### src/hdl/adcp_defs.svh
// register offsets, field positions, reset values and timing counts of the converter control
`ifndef ADCP_DEFS_SVH
`define ADCP_DEFS_SVH

`define ADCP_ADDR_W          16
`define ADCP_OFS_MODE        16'hff98
`define ADCP_OFS_CHAN        16'hff99
`define ADCP_OFS_CMPMODE     16'hff9a
`define ADCP_OFS_THRESH      16'hff9b
`define ADCP_OFS_RESULT      16'hff9c
`define ADCP_RST_BYTE        8'h00
`define ADCP_MODE_RUN_BIT    7
`define ADCP_MODE_TIME_HI    4
`define ADCP_MODE_TIME_LO    2
`define ADCP_CMP_EN_BIT      7
`define ADCP_CMP_POL_BIT     6
`define ADCP_CHAN_MSB        2
`define ADCP_CHAN_LAST       3'h4
`define ADCP_SAMPLE_CYC      8'h10
`define ADCP_BIT_CYC         8'h10

`endif

### src/hdl/adcp_pkg.sv
// types shared by the converter control modules
package adcp_pkg;
	typedef enum logic [1:0]
	{
		ADCP_IDLE   = 2'b00,
		ADCP_SAMPLE = 2'b01,
		ADCP_RESOLVE = 2'b10
	} adcp_state_e;
endpackage

### src/hdl/adcp_conv_if.sv
// signals between the sequencer and the result/compare stage
`timescale 1ns/1ns
`default_nettype none
interface adcp_conv_if;
	logic       done;
	logic [7:0] value;
	logic       first;
	modport seq (output done, output value, output first);
	modport res (input done, input value, input first);
endinterface
`default_nettype wire

### src/hdl/adcp_top.sv
// converter control: registers, sequencer and compare stage
`timescale 1ns/1ns
`default_nettype none
`include "adcp_defs.svh"
module adcp_top
	import adcp_pkg::*;
(
	// clock and reset
	input  wire logic        clk,
	input  wire logic        nrst,
	// internal bus
	input  wire logic [15:0] bus_addr,
	input  wire logic        bus_wr,
	input  wire logic        bus_rd,
	input  wire logic [7:0]  bus_wdata,
	output logic [7:0]       bus_rdata,
	// power state
	input  wire logic        standby,
	// analog front end
	input  wire logic        cmp_above,
	output logic [2:0]       analog_sel,
	output logic             sample_hold,
	output logic [7:0]       trial_code,
	// interrupt
	output logic             conversion_irq
);
	typedef struct packed
	{
		logic [7:0] converter_mode_reg;
		logic [7:0] channel_select_reg;
		logic [7:0] compare_mode_reg;
		logic [7:0] threshold_reg;
		logic [7:0] rdata;
		logic [2:0] sel;
		logic       sh;
		logic [7:0] code;
		logic       irq;
	} adcp_top_s;

	adcp_top_s   st;
	adcp_top_s   next_st;
	logic        wr_mode;
	logic        wr_chan;
	logic        cfg_write;
	logic [7:0]  result;
	logic        res_irq;
	logic        seq_sh;
	logic [7:0]  seq_code;
	adcp_conv_if conv ();

	// write decode
	assign wr_mode   = bus_wr && (bus_addr == `ADCP_OFS_MODE);
	assign wr_chan   = bus_wr && (bus_addr == `ADCP_OFS_CHAN);
	assign cfg_write = wr_mode || wr_chan;

	// ------------------------------------------------------------
	// register file
	// ------------------------------------------------------------
	always_comb
	begin
		next_st = st;
		if (wr_mode)
			next_st.converter_mode_reg = bus_wdata;
		if (wr_chan)
			next_st.channel_select_reg = bus_wdata;
		if (bus_wr && bus_addr == `ADCP_OFS_CMPMODE)
			next_st.compare_mode_reg = bus_wdata;
		if (bus_wr && bus_addr == `ADCP_OFS_THRESH)
			next_st.threshold_reg = bus_wdata;
		// old value read; result updates the cycle after
		unique case (bus_addr)
			`ADCP_OFS_MODE:    next_st.rdata = st.converter_mode_reg;
			`ADCP_OFS_CHAN:    next_st.rdata = st.channel_select_reg;
			`ADCP_OFS_CMPMODE: next_st.rdata = st.compare_mode_reg;
			`ADCP_OFS_THRESH:  next_st.rdata = st.threshold_reg;
			`ADCP_OFS_RESULT:  next_st.rdata = result;
			default:           next_st.rdata = 8'h00;
		endcase
		if (!bus_rd)
			next_st.rdata = st.rdata;
		// prohibited channel codes simply pass through; software keeps them out
		next_st.sel  = st.channel_select_reg[`ADCP_CHAN_MSB:0];
		next_st.sh   = seq_sh;
		next_st.code = seq_code;
		next_st.irq  = res_irq;
	end

	always_ff @(posedge clk or negedge nrst)
	begin
		if (!nrst)
			st <= '{`ADCP_RST_BYTE, `ADCP_RST_BYTE, `ADCP_RST_BYTE, `ADCP_RST_BYTE,
				8'h00, 3'h0, 1'b0, 8'h00, 1'b0};
		else
			st <= next_st;
	end

	// ------------------------------------------------------------
	// conversion path
	// ------------------------------------------------------------
	// standby stop
	adcp_sar u_sar
	(
		.clk         (clk),
		.nrst        (nrst),
		.run         (st.converter_mode_reg[`ADCP_MODE_RUN_BIT]),
		.restart     (cfg_write),
		.standby     (standby),
		.cmp_above   (cmp_above),
		.sample_hold (seq_sh),
		.trial_code  (seq_code),
		.conv        (conv.seq)
	);

	adcp_result u_res
	(
		.clk       (clk),
		.nrst      (nrst),
		.cmp_en    (st.compare_mode_reg[`ADCP_CMP_EN_BIT]),
		.cmp_pol   (st.compare_mode_reg[`ADCP_CMP_POL_BIT]),
		.threshold (st.threshold_reg),
		.cfg_write (cfg_write),
		.conv      (conv.res),
		.result    (result),
		.irq       (res_irq)
	);

	assign bus_rdata      = st.rdata;
	assign analog_sel     = st.sel;
	assign sample_hold    = st.sh;
	assign trial_code     = st.code;
	assign conversion_irq = st.irq;
endmodule
`default_nettype wire

### src/hdl/adcp_sar.sv
// successive approximation sequencer: sample, hold, resolve eight bits msb first
`timescale 1ns/1ns
`default_nettype none
`include "adcp_defs.svh"
module adcp_sar
	import adcp_pkg::*;
(
	// clock and reset
	input  wire logic  clk,
	input  wire logic  nrst,
	// control
	input  wire logic  run,
	input  wire logic  restart,
	input  wire logic  standby,
	// analog front end
	input  wire logic  cmp_above,
	output logic       sample_hold,
	output logic [7:0] trial_code,
	// result
	adcp_conv_if.seq   conv
);
	typedef struct packed
	{
		adcp_state_e state;
		logic [7:0]  sar;
		logic [2:0]  bit_idx;
		logic [7:0]  cnt;
		logic        done;
		logic        first;
		logic        was_run;
	} adcp_sar_s;

	adcp_sar_s st;
	adcp_sar_s next_st;

	// sequencer: any restart or stop drops the conversion in flight
	always_comb
	begin
		next_st = st;
		next_st.done = 1'b0;
		next_st.was_run = run;
		if (!run || restart || standby)
			next_st.state = ADCP_IDLE;
		unique case (st.state)
			ADCP_IDLE:
			begin
				if (run && !standby)
				begin
					next_st.state = ADCP_SAMPLE;
					next_st.cnt = `ADCP_SAMPLE_CYC;
					next_st.sar = 8'h80;
					next_st.bit_idx = 3'h7;
				end
				if (run && !st.was_run)
					next_st.first = 1'b1;
			end
			ADCP_SAMPLE:
			begin
				if (st.cnt == 8'h01 && run && !restart && !standby)
				begin
					next_st.state = ADCP_RESOLVE;
					next_st.cnt = `ADCP_BIT_CYC;
				end
				else
					next_st.cnt = st.cnt - 8'h01;
			end
			ADCP_RESOLVE:
			begin
				if (st.cnt != 8'h01)
					next_st.cnt = st.cnt - 8'h01;
				else if (run && !restart && !standby)
				begin
					next_st.sar[st.bit_idx] = cmp_above;
					next_st.cnt = `ADCP_BIT_CYC;
					if (st.bit_idx != 3'h0)
					begin
						next_st.sar[st.bit_idx - 3'h1] = 1'b1;
						next_st.bit_idx = st.bit_idx - 3'h1;
					end
					else
					begin
						next_st.done = 1'b1;
						next_st.state = ADCP_SAMPLE;
						next_st.cnt = `ADCP_SAMPLE_CYC;
					end
				end
			end
		endcase
		if (st.done)
		begin
			next_st.first = 1'b0;
			next_st.sar = 8'h80;
			next_st.bit_idx = 3'h7;
		end
	end

	always_ff @(posedge clk or negedge nrst)
	begin
		if (!nrst)
			st <= '{ADCP_IDLE, 8'h80, 3'h7, 8'h00, 1'b0, 1'b0, 1'b0};
		else
			st <= next_st;
	end

	assign sample_hold = (st.state == ADCP_SAMPLE);
	assign trial_code  = st.sar;
	assign conv.done   = st.done;
	assign conv.value  = st.sar;
	assign conv.first  = st.first;
endmodule
`default_nettype wire

### src/hdl/adcp_result.sv
// result latch for each finished conversion, compare decision for each but the first after run, except one whose end meets a mode or channel write
`timescale 1ns/1ns
`default_nettype none
`include "adcp_defs.svh"
module adcp_result
	import adcp_pkg::*;
(
	// clock and reset
	input  wire logic  clk,
	input  wire logic  nrst,
	// settings
	input  wire logic  cmp_en,
	input  wire logic  cmp_pol,
	input  wire logic [7:0] threshold,
	input  wire logic  cfg_write,
	// from sequencer
	adcp_conv_if.res   conv,
	// out
	output logic [7:0] result,
	output logic       irq
);
	typedef struct packed
	{
		logic [7:0] result;
		logic       irq;
	} adcp_res_s;

	adcp_res_s st;
	adcp_res_s next_st;
	logic      hit;

	always_comb
	begin
		next_st = st;
		next_st.irq = 1'b0;
		hit = cmp_pol ? (conv.value < threshold) : (conv.value >= threshold);
		if (conv.done && !cfg_write)
		begin
			next_st.result = conv.value;
			next_st.irq = cmp_en ? (hit && !conv.first) : 1'b1;
		end
	end

	always_ff @(posedge clk or negedge nrst)
	begin
		if (!nrst)
			st <= '{`ADCP_RST_BYTE, 1'b0};
		else
			st <= next_st;
	end

	assign result = st.result;
	assign irq    = st.irq;
endmodule
`default_nettype wire

### config.mk
export PLATFORM = sky130hd
export DESIGN_NAME = adcp_top
export DESIGN_NICKNAME = d
export VERILOG_FILES = /design/src/hdl/adcp_pkg.sv /design/src/hdl/adcp_conv_if.sv /design/src/hdl/adcp_top.sv /design/src/hdl/adcp_sar.sv /design/src/hdl/adcp_result.sv
export VERILOG_INCLUDE_DIRS = /design/src /design/src/hdl
export SDC_FILE = /design/constraint.sdc
export NUM_CORES = 1
export LEC_CHECK = 0
export BUFFER_PORTS_ARGS = -buffer_cell sky130_fd_sc_hd__buf_4
export CAP_MARGIN = 0
export CORE_MARGIN = 4
export CORE_UTILIZATION = 58
export DETAILED_ROUTE_END_ITERATION = 7
export PLACE_DENSITY = 0.79
export SETUP_SLACK_MARGIN = 0.3
export SKIP_CTS_REPAIR_TIMING = 1
export SYNTH_ARGS = -nofsm -noshare
export SYNTH_HDL_FRONTEND = slang
export SYNTH_SLANG_ARGS = --single-unit
### constraint.sdc
create_clock -name clk -period 3 [get_ports clk]
set_clock_uncertainty 0.2 [all_clocks]
set_input_delay 0.3 -clock clk [delete_from_list [all_inputs] [get_ports clk]]
set_output_delay 0.3 -clock clk [all_outputs]
set_load 0.005 [all_outputs]
==> results.yml, run 1 <==
timing:
  grt_setup_unrepaired: "false"
  maxSlewViolCount: 0
  fmax_mhz: 419.4
  slew_headroom_pct: 29.73
  final_hold_viol_count: 82
  final-setup-viol-count: 0
  worst_slew_pin_slew_ns: 1.054
  hold_ws_ns: -0.08517
  period_utilization_post_route_pct: 79.48
  totalNegativeSetupSlack_ns: 0
  fin_crit_ns: 2.384
synth:
  synth_area_leader_cell: "sky130_fd_sc_hd__dfrtp_1"
  synth_cells: 407
  synth_top_area_share_pct: 46.03
  synth.cell_area_um2: 4458
  synth_edf_count: 0
  synth_area_per_cell_um2: 10.95
  yosys_most_used_dff: "sky130_fd_sc_hd__dfrtp_1"
  netlist-cell-type-count: 65
  synthesis.nets: 452
  seq_area_frac_synth_pct: 48.39
  synth.yosys.warnings: 0
  synth.area.top_cells: "sky130_fd_sc_hd__dfrtp_1 (46%), sky130_fd_sc_hd__mux2_2 (8.6%), sky130_fd_sc_hd__ha_1 (4.2%)"
  synth-seq-cells: 86
  asyncSetResetFlopFracSynth_pct: 100.0
cells_and_area:
  area_growth_from_synthesis_to_final_layout_pct: 12.43
  final_design_area_no_fill_um2: 5012
  mostFrequentLayoutCell: "sky130_fd_sc_hd__dfrtp_1"
  layout-drive-gt1-share_pct: 26.91
  layout.nets: 486
  diodes: 0
  utilization_pct: 68.01
  layout_common_cells: "sky130_fd_sc_hd__dfrtp_1 (82), sky130_fd_sc_hd__buf_4 (51), sky130_fd_sc_hd__mux2_2 (34)"
worst_hold_path:
  worst_hold_path_type: "in -> async"
placed_design:
  instance_area_after_placement_um2: 4747
  numPortBuffers: 50
  place.gp.congestion: 0.8473
  total_half_perimeter_wirelength_after_legalization_and_detailed_placement_um: 6806
setup_path:
  worst_r2r_startpoint: "u_sar.st[11]"
  cpMaxStageDelayCell: "sky130_fd_sc_hd__dfstp_2"
  worstPathCellList: "inv_1 > ha_1 > nor3b_1 > o21ai_0 > mux2i_1 > o32a_1 > a22o_1"
  cp-end-kind: "flop"
  worst-endpoint-required_ns: 3.05
  timing.critical_path.arrival_ns: 2.43
  max_stage_delay_ns: 0.66
  worstSetupStartpointType: "flop"
  crit_path_start: "u_sar.st[11]"
  critical_path_type: "reg -> reg"
  timing.critical_path.fanout_max: 14
cts:
  cts_tree: "yes"
  clock_sinks: 86
  clock_tree.htree_level_count: 3
  max-clock-path-buffers: 2
  cts_made_buffers: 9
  clkLatencyLatePin_ns: 0.36
  cts-root-buf: "sky130_fd_sc_hd__clkbuf_8"
  cts.reportedPaths.clkPinSlew_ns: 0.09
detailed_routing:
  drt-initial-drc-count: 167
  vias: 3381
  drt_pass1_iterations: 6
  routed_wl_um: 9559
  routed_via_density: 6.204
  drc: 0
  number_of_antenna_violating_nets_in_the_routed_design: 0
  post_drt_wl_per_cell_um: 17.54
run:
  cap_viol_max_count: 0
die:
  initial_utilization_pct: 60.49
  dieArea_um2: 9153
  pin_count: 51
  die_height_um: 95.67
  die_w_um: 95.67
  floorplan.core_area_um2: 7370
  rows: 31
pwr:
  total_power_mw: 2.108
  power_leakage_nw: 2.358
  power_per_cell_area_nw_per_um2: 420.6
  worst_ir_drop_vdd_mv: 0.3136
run_status:
  outcome: "complete, but fails checks"
  violations: "hold timing"
grt:
  globalRouteOverflowTotal: 0
  grt_util_all_layers_pct: 22.27
  number_of_global_route_vias_before_repair: 3226
  antenna_found_initial: 0
  grt_pass1_wl_um: 15860
  grt_start_max_net_pins: 87
-- cell type report --
| class | instances | area, um^2 |
|---|---|---|
| Sequential cell | 86 | 2157 |
| Clock buffer | 10 | 137.6 |
| Multi-Input combinational cell | 269 | 2016 |
| Timing Repair Buffer | 57 | 442.9 |
| Clock inverter | 6 | 67.56 |
| Inverter | 18 | 67.56 |
| Tap cell | 99 | 123.9 |
| Fill cell | 570 | 2357 |
-- power breakdown --
part | internal [mW] | switching (mW) | leakage (nW)
registers | 1.17 | 0.00539 | 1.12
logic | 0.0493 | 0.0562 | 1.14
clock network | 0.412 | 0.419 | 0.0993
-- per-stage QoR --
stage / instances / worst slack (ns) / hold WS [ns]
after floorplan: 407 / 0.8824 / -0.1956
after global placement: 523 / 0.6305 / 0.1391
after detailed placement: 523 / 0.5317 / 0.1419
after CTS: 539 / 0.6819 / -0.03643
after global routing: 545 / 0.5002 / 0.008669
final: 545 / 0.6157 / -0.08517
-- cell usage after synthesis, drive strengths merged (2+ instances only) --
library cell and instances:
nor2b 7, inv 18, nor3b 3, nor4 3, a222oi 8, o22ai 2, ha 15, mux2 34
nand4 2, nand2 12, o21a 2, a22o 7, clkbuf 8, dfrtp 82, a32o 2, a22oi 9
and2 2, and4 5, a31oi 12, o211ai 4, nor2 27, o21ai 32, nand2b 5, a211oi 3
nor3 3, dfstp 4, a41o 2, and3 2, buf 26, and4bb 2, nor4b 3, nand3 10
a21o 3, a41oi 2, or3 4, nand3b 3, a21oi 19
-- critical path, delay by kind of cell (launching register included) --
kind / cells / cell delay (ns)
compound gates: 3 / 0.68
fa+ha+maj: 1 / 0.29
buf+inv: 1 / 0.16
flops: 1 / 0.66
mux: 1 / 0.12
simple gates: 1 / 0.16
-- per-layer routing --
layer	GRT usage [%]	share of wire, %	vias up
met2	37.00	49	120
met1	29.06	44	1667
li1	-	-	1584
met3	5.288	6.3	10
met5	0	0	-
met4	6.398	1.1	0
-- kinds of logic after synthesis --
| family | count (synthesis) | synth area share [%] |
|---|---|---|
| AND/OR/NAND/NOR | 100 | 14.03 |
| flip-flops | 86 | 48.39 |
| AO/OA/AOI/OAI | 119 | 18.16 |
| buffers and inverters | 52 | 6.399 |
| adder cells (fa/ha/maj) | 15 | 4.210 |
| multiplexers | 35 | 8.813 |
-- state kept, by name (all words and copies together) (netlist names) --
signal and flops:
st 29, u_sar.st 14, bus_rdata 8, trial_code 8, u_res.result 8, u_sar.conv.value 8, analog_sel 3, next_st 3
conversion_irq 1, sample_hold 1, u_res.irq 1, u_sar.conv.done 1, u_sar.conv.first 1
-- path summary, 6_finish.rpt --
kind | slack, ns | end | depth (start not counted)
min in group clk | 0.01 | st[52] | 2
worst max-delay path | 0.62 | u_sar.conv.value[6] | 7
worst min-delay path | -0.09 | analog_sel[2] | 1
worst min register to register | 0.16 | conversion_irq | 0
max in group asynchronous | 2.00 | u_res.result[4] | 1
worst max register to register | 0.62 | u_sar.conv.value[6] | 7
No activity file was read; power rests on OpenSTA's default activity.
==> run 2, diff against run 1 <==
==> constraint.sdc (replaced) <==
create_clock -name clk -period 2.4 [get_ports clk]
set_clock_uncertainty 0.2 [all_clocks]
set_input_delay 0.24 -clock clk [delete_from_list [all_inputs] [get_ports clk]]
set_output_delay 0.24 -clock clk [all_outputs]
set_load 0.005 [all_outputs]
==> run 2 against run 1 <==
The flow now finishes without violations. Total power rose by 30%. Global-route usage is 1.0 points higher. Clock power up 37%. Design area increased by 6.4%. Clock-buffer cell count unchanged. Fmax increased by 12%. First-iteration DRC count increased by 22%. Hold slack improved by 0.091 ns. Critical path type unchanged. Critical endpoint is now u_sar.st[8]. Largest power group unchanged. Highest routed layer unchanged.
==> results.yml, run 2 (synthesis gave the netlist of run 1 again) <==
detailed_routing:
  met3WireLength_um: 611
  vias: 3494
  met2_length_um: 5163
  post_drt_wl_per_cell_um: 18.06
  drt-initial-drc-count: 204
  number_of_antenna_violating_nets_in_the_routed_design: 0
  dr.max_layer_used: "met4"
  routed_via_density: 6.130
  drc: 0
  routed_wl_um: 10290
  routedLengthMet1_um: 4310
  drt_pass1_iterations: 5
timing:
  fmax_mhz: 467.7
  worst_slew_pin_slew_ns: 0.6206
  final-setup-viol-count: 0
  maxSlewViolCount: 0
  slew_headroom_pct: 58.38
  fin_crit_ns: 2.138
  grt_setup_unrepaired: "true"
  period_utilization_post_route_pct: 89.09
  totalNegativeSetupSlack_ns: 0
  final_hold_viol_count: 0
cells_and_area:
  final.fill_count: 537
  layout.nets: 511
  registers.top_by_ff_count: "st"
  final_design_area_no_fill_um2: 5331
  diodes: 0
  largestRegisters: "st (29), u_sar.st (14)"
  area_growth_from_synthesis_to_final_layout_pct: 19.59
  mostFrequentLayoutCell: "sky130_fd_sc_hd__dfrtp_1"
  layout_common_cells: "sky130_fd_sc_hd__dfrtp_1 (81), sky130_fd_sc_hd__buf_4 (71), sky130_fd_sc_hd__mux2_2 (34)"
  layout-drive-gt1-share_pct: 33.33
  largest_register_ffs: 29
cts:
  clkLatencyLatePin_ns: 0.36
  clock_tree.htree_level_count: 3
  cts-root-buf: "sky130_fd_sc_hd__clkbuf_8"
  cts_tree: "yes"
  cts_made_buffers: 9
  cts.reportedPaths.clkPinSlew_ns: 0.10
  clock_sinks: 86
  max-clock-path-buffers: 2
worst_hold_path:
  hold_start: "bus_rd"
  min_delay_path_depth: 2
  worst_hold_path_type: "in -> reg"
  holdPathEnd: "bus_rdata[4]"
die:
  pin_count: 51
  initial_utilization_pct: 60.49
  die_height_um: 95.67
  rows: 31
  floorplan.core_area_um2: 7370
  dieArea_um2: 9153
  die_w_um: 95.67
run_status:
  outcome: "finished clean"
setup_path:
  worstSetupStartpointType: "flop"
  worstRegToRegCells: 9
  timing.critical_path.arrival_ns: 2.24
  worst_r2r_startpoint: "u_sar.st[4]"
  cp-end-kind: "flop"
  reg2reg_setup_slack_ns: 0.26
  timing.critical_path.fanout_max: 6
  timing.rr.end: "u_sar.st[8]"
  worst-endpoint-required_ns: 2.50
  critical_path_type: "reg -> reg"
placed_design:
  instance_area_after_placement_um2: 4867
  place.gp.congestion: 0.8458
  total_half_perimeter_wirelength_after_legalization_and_detailed_placement_um: 7042
  numPortBuffers: 50
grt:
  grt_start_max_net_pins: 48
  globalRouteOverflowTotal: 0
  number_of_global_route_vias_before_repair: 3333
  antenna_found_initial: 0
  grt_pass1_wl_um: 16130
  grt_util_all_layers_pct: 23.30
pwr:
  power_per_cell_area_nw_per_um2: 515.7
  total_power_mw: 2.749
  power_leakage_nw: 2.495
  worst_ir_drop_vdd_mv: 0.3844
run:
  cap_viol_max_count: 0
[run 2: cell count changes in the layout (fill, tap and decap cells not counted), sizes merged]
cell         delta
buf            +22
clkinvlp        -1
dlygate4sd3     +3
bufinv          +1
[run 2: how the worst max path moves through the flow]
stage | startpoint | to | slack (ns) | cells after the start
after floorplan | u_sar.st[4] | u_sar.conv.value[4] | 0.30 | 8
after global placement | u_sar.st[4] | u_sar.conv.value[1] | 0.24 | 7
after detailed placement | u_sar.st[4] | u_sar.conv.value[2] | 0.19 | 7
after CTS | u_sar.st[4] | u_sar.conv.value[1] | 0.17 | 7
after global routing | u_sar.st[4] | u_sar.st[8] | 0.23 | 9
final | u_sar.st[4] | u_sar.st[8] | 0.26 | 9
[run 2: metal layers]
metal | track usage (%) | vias up
met5 | 0 | -
met4 | 11.26 | 0
met3 | 4.736 | 16
met2 | 37.93 | 126
met1 | 29.64 | 1721
li1 | - | 1631
[run 2: area by class of cell]
class	instances	area, um^2	share of cell area (%)
clock buffers	10	127.6	2.394
clock inverters	6	93.84	1.760
inverters	18	67.56	1.267
multi-input cells	269	2106	39.50
flip-flops and latches	86	2158	40.48
well taps	99	123.9	2.323
repair buffers	82	654.4	12.27
[run 2: power by group]
part | leakage [nW] | internal (mW) | switching, mW
clock network | 0.107 | 0.596 | 0.545
registers | 1.12 | 1.46 | 0.00696
logic | 1.27 | 0.0696 | 0.0728
total | 2.49 | 2.12 | 0.625
[run 2: worst max-delay path, stage by stage, from the launching register on]
cell and delay (ns):
sky130_fd_sc_hd__dfrtp_1 0.39, sky130_fd_sc_hd__inv_2 0.07, sky130_fd_sc_hd__ha_4 0.15, sky130_fd_sc_hd__nor3b_4 0.17
sky130_fd_sc_hd__nand3_2 0.09, sky130_fd_sc_hd__buf_6 0.12, sky130_fd_sc_hd__o211ai_1 0.09, sky130_fd_sc_hd__buf_4 0.16
sky130_fd_sc_hd__or4b_1 0.51, sky130_fd_sc_hd__a21oi_1 0.13
[run 2: per-stage QoR]
step	setup WS, ns	hold slack, ns	std cells	util, %
2_1_floorplan	0.3037	-0.2556	407	-
3_3_place_gp	0.2374	0.08709	537	66.04
3_5_place_dp	0.1928	0.09372	537	66.04
4_1_cts	0.1662	-0.3066	553	69.05
5_1_grt	0.2253	0.02292	570	72.34
6_report	0.2618	0.006238	570	72.34
==> run 3, diff against run 2 <==
--- a/config.mk
+++ b/config.mk
@@ -6,12 +6,15 @@
 export SDC_FILE = /design/constraint.sdc
 export NUM_CORES = 1
 export LEC_CHECK = 0
+export ABC_AREA = 1
 export BUFFER_PORTS_ARGS = -buffer_cell sky130_fd_sc_hd__buf_4
 export CAP_MARGIN = 0
+export CELL_PAD_IN_SITES_DETAIL_PLACEMENT = 0
+export CELL_PAD_IN_SITES_GLOBAL_PLACEMENT = 2
 export CORE_MARGIN = 4
-export CORE_UTILIZATION = 58
+export CORE_UTILIZATION = 36
 export DETAILED_ROUTE_END_ITERATION = 7
-export PLACE_DENSITY = 0.79
+export PLACE_DENSITY_LB_ADDON = 0.1
 export SETUP_SLACK_MARGIN = 0.3
 export SKIP_CTS_REPAIR_TIMING = 1
 export SYNTH_ARGS = -nofsm -noshare
==> run 3 against run 2 <==
Non-clock buffer count decreased by 19. Register-to-register slack improved by 0.16 ns. Sequential share of layout area decreased by 0.83 points. Routed wire length increased by 8.6%. Hold slack improved by 0.011 ns. Sequential power increased by 3%. Via count increased by 2.5%. First-iteration DRC count increased by 13%. Design area increased by 2.0%. Utilization decreased by 28 points.
==> results.yml, run 3 <==
run:
  cap_viol_max_count: 0
detailed_routing:
  post_drt_wl_per_cell_um: 14.82
  drt-initial-drc-count: 230
  drc: 0
  vias: 3580
  drt_pass1_iterations: 5
  number_of_antenna_violating_nets_in_the_routed_design: 0
  routed_via_density: 4.748
  routed_wl_um: 11180
grt:
  grt_pass1_wl_um: 18650
  grt_util_all_layers_pct: 16.56
  grt_start_max_net_pins: 33
  antenna_found_initial: 0
  number_of_global_route_vias_before_repair: 3547
  globalRouteOverflowTotal: 0
cts:
  max-clock-path-buffers: 2
  clkLatencyLatePin_ns: 0.35
  cts.reportedPaths.clkPinSlew_ns: 0.06
  cts_made_buffers: 9
  cts-root-buf: "sky130_fd_sc_hd__clkbuf_16"
  clock_tree.htree_level_count: 3
  clock_sinks: 86
  cts_tree: "yes"
worst_hold_path:
  worst_hold_path_type: "in -> reg"
cells_and_area:
  largestRegisters: "st (29), u_sar.st (14)"
  largest_register_ffs: 29
  diodes: 0
  area_growth_from_synthesis_to_final_layout_pct: 18.51
  mostFrequentLayoutCell: "sky130_fd_sc_hd__nand2_1"
  registers.top_by_ff_count: "st"
  utilization_pct: 44.37
  final.fill_count: 1244
  layout.nets: 626
  layout_common_cells: "sky130_fd_sc_hd__nand2_1 (132), sky130_fd_sc_hd__dfrtp_1 (82), sky130_fd_sc_hd__buf_4 (60)"
  layout-drive-gt1-share_pct: 22.87
  final_design_area_no_fill_um2: 5440
die:
  die_height_um: 120.9
  floorplan.core_area_um2: 12260
  initial_utilization_pct: 37.44
  rows: 40
  die_w_um: 120.9
  pin_count: 51
  dieArea_um2: 14620
timing:
  totalNegativeSetupSlack_ns: 0
  maxSlewViolCount: 0
  final-setup-viol-count: 0
  fmax_mhz: 506.0
  slew_headroom_pct: 61.20
  final_hold_viol_count: 0
  post-route-worst-setup-slack_ns: 0.4236
  grt_setup_unrepaired: "true"
  worst_slew_pin_slew_ns: 0.5804
  fin_crit_ns: 1.976
  period_utilization_post_route_pct: 82.35
synth:
  synth_area_leader_cell: "sky130_fd_sc_hd__dfrtp_1"
  asyncSetResetFlopFracSynth_pct: 100.0
  synth.cell_area_um2: 4591
  yosys.area_share.xor_xnor_pct: 1.145
  synth_cells: 538
  synth-compound-area-share_pct: 12.76
  synth_top_area_share_pct: 44.70
  combinational_family_with_the_most_area_after_synthesis: "simple AND/OR/NAND/NOR gates"
  netlist_top_cells_count: "sky130_fd_sc_hd__nand2_1 (133), sky130_fd_sc_hd__dfrtp_1 (82), sky130_fd_sc_hd__inv_1 (57)"
  yosys-mux-area-fraction_pct: 0
  synthesis.nets: 583
  area_share_of_and_or_nand_nor_cells_after_synthesis_pct: 25.13
  synth_area_in_adders_pct: 4.088
  netlist-cell-type-count: 40
  seq_area_frac_synth_pct: 46.99
  synth.yosys.warnings: 0
  synth-seq-cells: 86
  synth_edf_count: 0
  synth.area.top_cells: "sky130_fd_sc_hd__dfrtp_1 (45%), sky130_fd_sc_hd__nand2_1 (11%), sky130_fd_sc_hd__o21ai_0 (5.1%)"
  synth_area_per_cell_um2: 8.533
  post-synth-top-count-cell: "sky130_fd_sc_hd__nand2_1"
  yosys_most_used_dff: "sky130_fd_sc_hd__dfrtp_1"
setup_path:
  critPathMostFrequentCell: "sky130_fd_sc_hd__o21ai_1"
  worst-endpoint-required_ns: 2.47
  cp-end-kind: "flop"
  timing.critical_path.arrival_ns: 2.04
  max_stage_delay_ns: 0.59
  timing.critical_path.fanout_max: 6
  worstPathCellList: "inv_2 > ha_1 > xor2_2 > or2_2 > o21ai_1 > nand4_1 > o21ai_1"
  cpMaxStageDelayCell: "sky130_fd_sc_hd__dfstp_2"
  timing.critical_path.buf_inv: 1
  worstSetupStartpointType: "flop"
  critical_path_type: "reg -> reg"
  critical_path.top_delay_family: "flip-flops"
pwr:
  total_power_mw: 3.374
  power_leakage_nw: 2.652
  power_per_cell_area_nw_per_um2: 620.1
  worst_ir_drop_vdd_mv: 0.2845
run_status:
  outcome: "finished clean"
placed_design:
  total_half_perimeter_wirelength_after_legalization_and_detailed_placement_um: 8357
  instance_area_after_placement_um2: 5026
  numPortBuffers: 50
  detailedPlace.worstSlack_ns: 0.3011
  place.gp.congestion: 0.7929
## run 3: final timing paths
path	slack, ns	cells after the start	end	from
min in group asynchronous	0.19	2	st[41]	nrst
max in group asynchronous	1.14	3	st[51]	nrst
min	0.02	3	st[23]	bus_wdata[2]
max reg2reg	0.42	7	u_sar.conv.value[3]	u_sar.st[11]
min reg2reg	0.15	0	conversion_irq	u_res.irq
max	0.42	7	u_sar.conv.value[3]	u_sar.st[11]
## run 3: logic make-up after synthesis
| kind of cell | Yosys count |
|---|---|
| AO/OA/AOI/OAI | 96 |
| flip-flops | 86 |
| XOR/XNOR | 6 |
| AND/OR/NAND/NOR | 243 |
| adder cells (fa/ha/maj) | 15 |
| buffers and inverters | 92 |
## run 3: power breakdown
part | internal [mW] | total (mW) | switching, mW
clock | 0.969 | 1.56 | 0.593
sequential | 1.49 | 1.52 | 0.0326
combinational | 0.124 | 0.288 | 0.164
total | 2.58 | 3.37 | 0.790
## run 3: layer usage
metal / wire length [um] / vias to the layer above / track usage, %
li1: - / 1823 / -
met1: 5258 / 1677 / 22.27
met2: 5328 / 65 / 26.47
met3: 336 / 15 / 2.611
met4: 253 / 0 / 7.153
met5: 0 / - / 0
## run 3: cell type report
cell class                 instances  area, um^2  area share [%]
tap                              168       210.2           3.864
timing repair buffer              63       500.5           9.200
clock inverter                     5       81.33           1.495
sequential                        86        2157           39.65
multi-input combinational        360        2007           36.89
inverter                          61       231.5           4.255
clock buffer                      11       252.7           4.646
## run 3: through the flow
stage	cells	hold WS, ns
6_report	754	0.01699
5_1_grt	754	0.04263
4_1_cts	749	-0.3494
3_5_place_dp	733	0.02696
3_3_place_gp	733	0.02334
2_1_floorplan	538	-0.2556
## run 3: worst min-delay path, cell delays in order
cell                      delay, ns
sky130_fd_sc_hd__buf_4         0.08
sky130_fd_sc_hd__inv_1         0.08
sky130_fd_sc_hd__o21ai_2       0.13
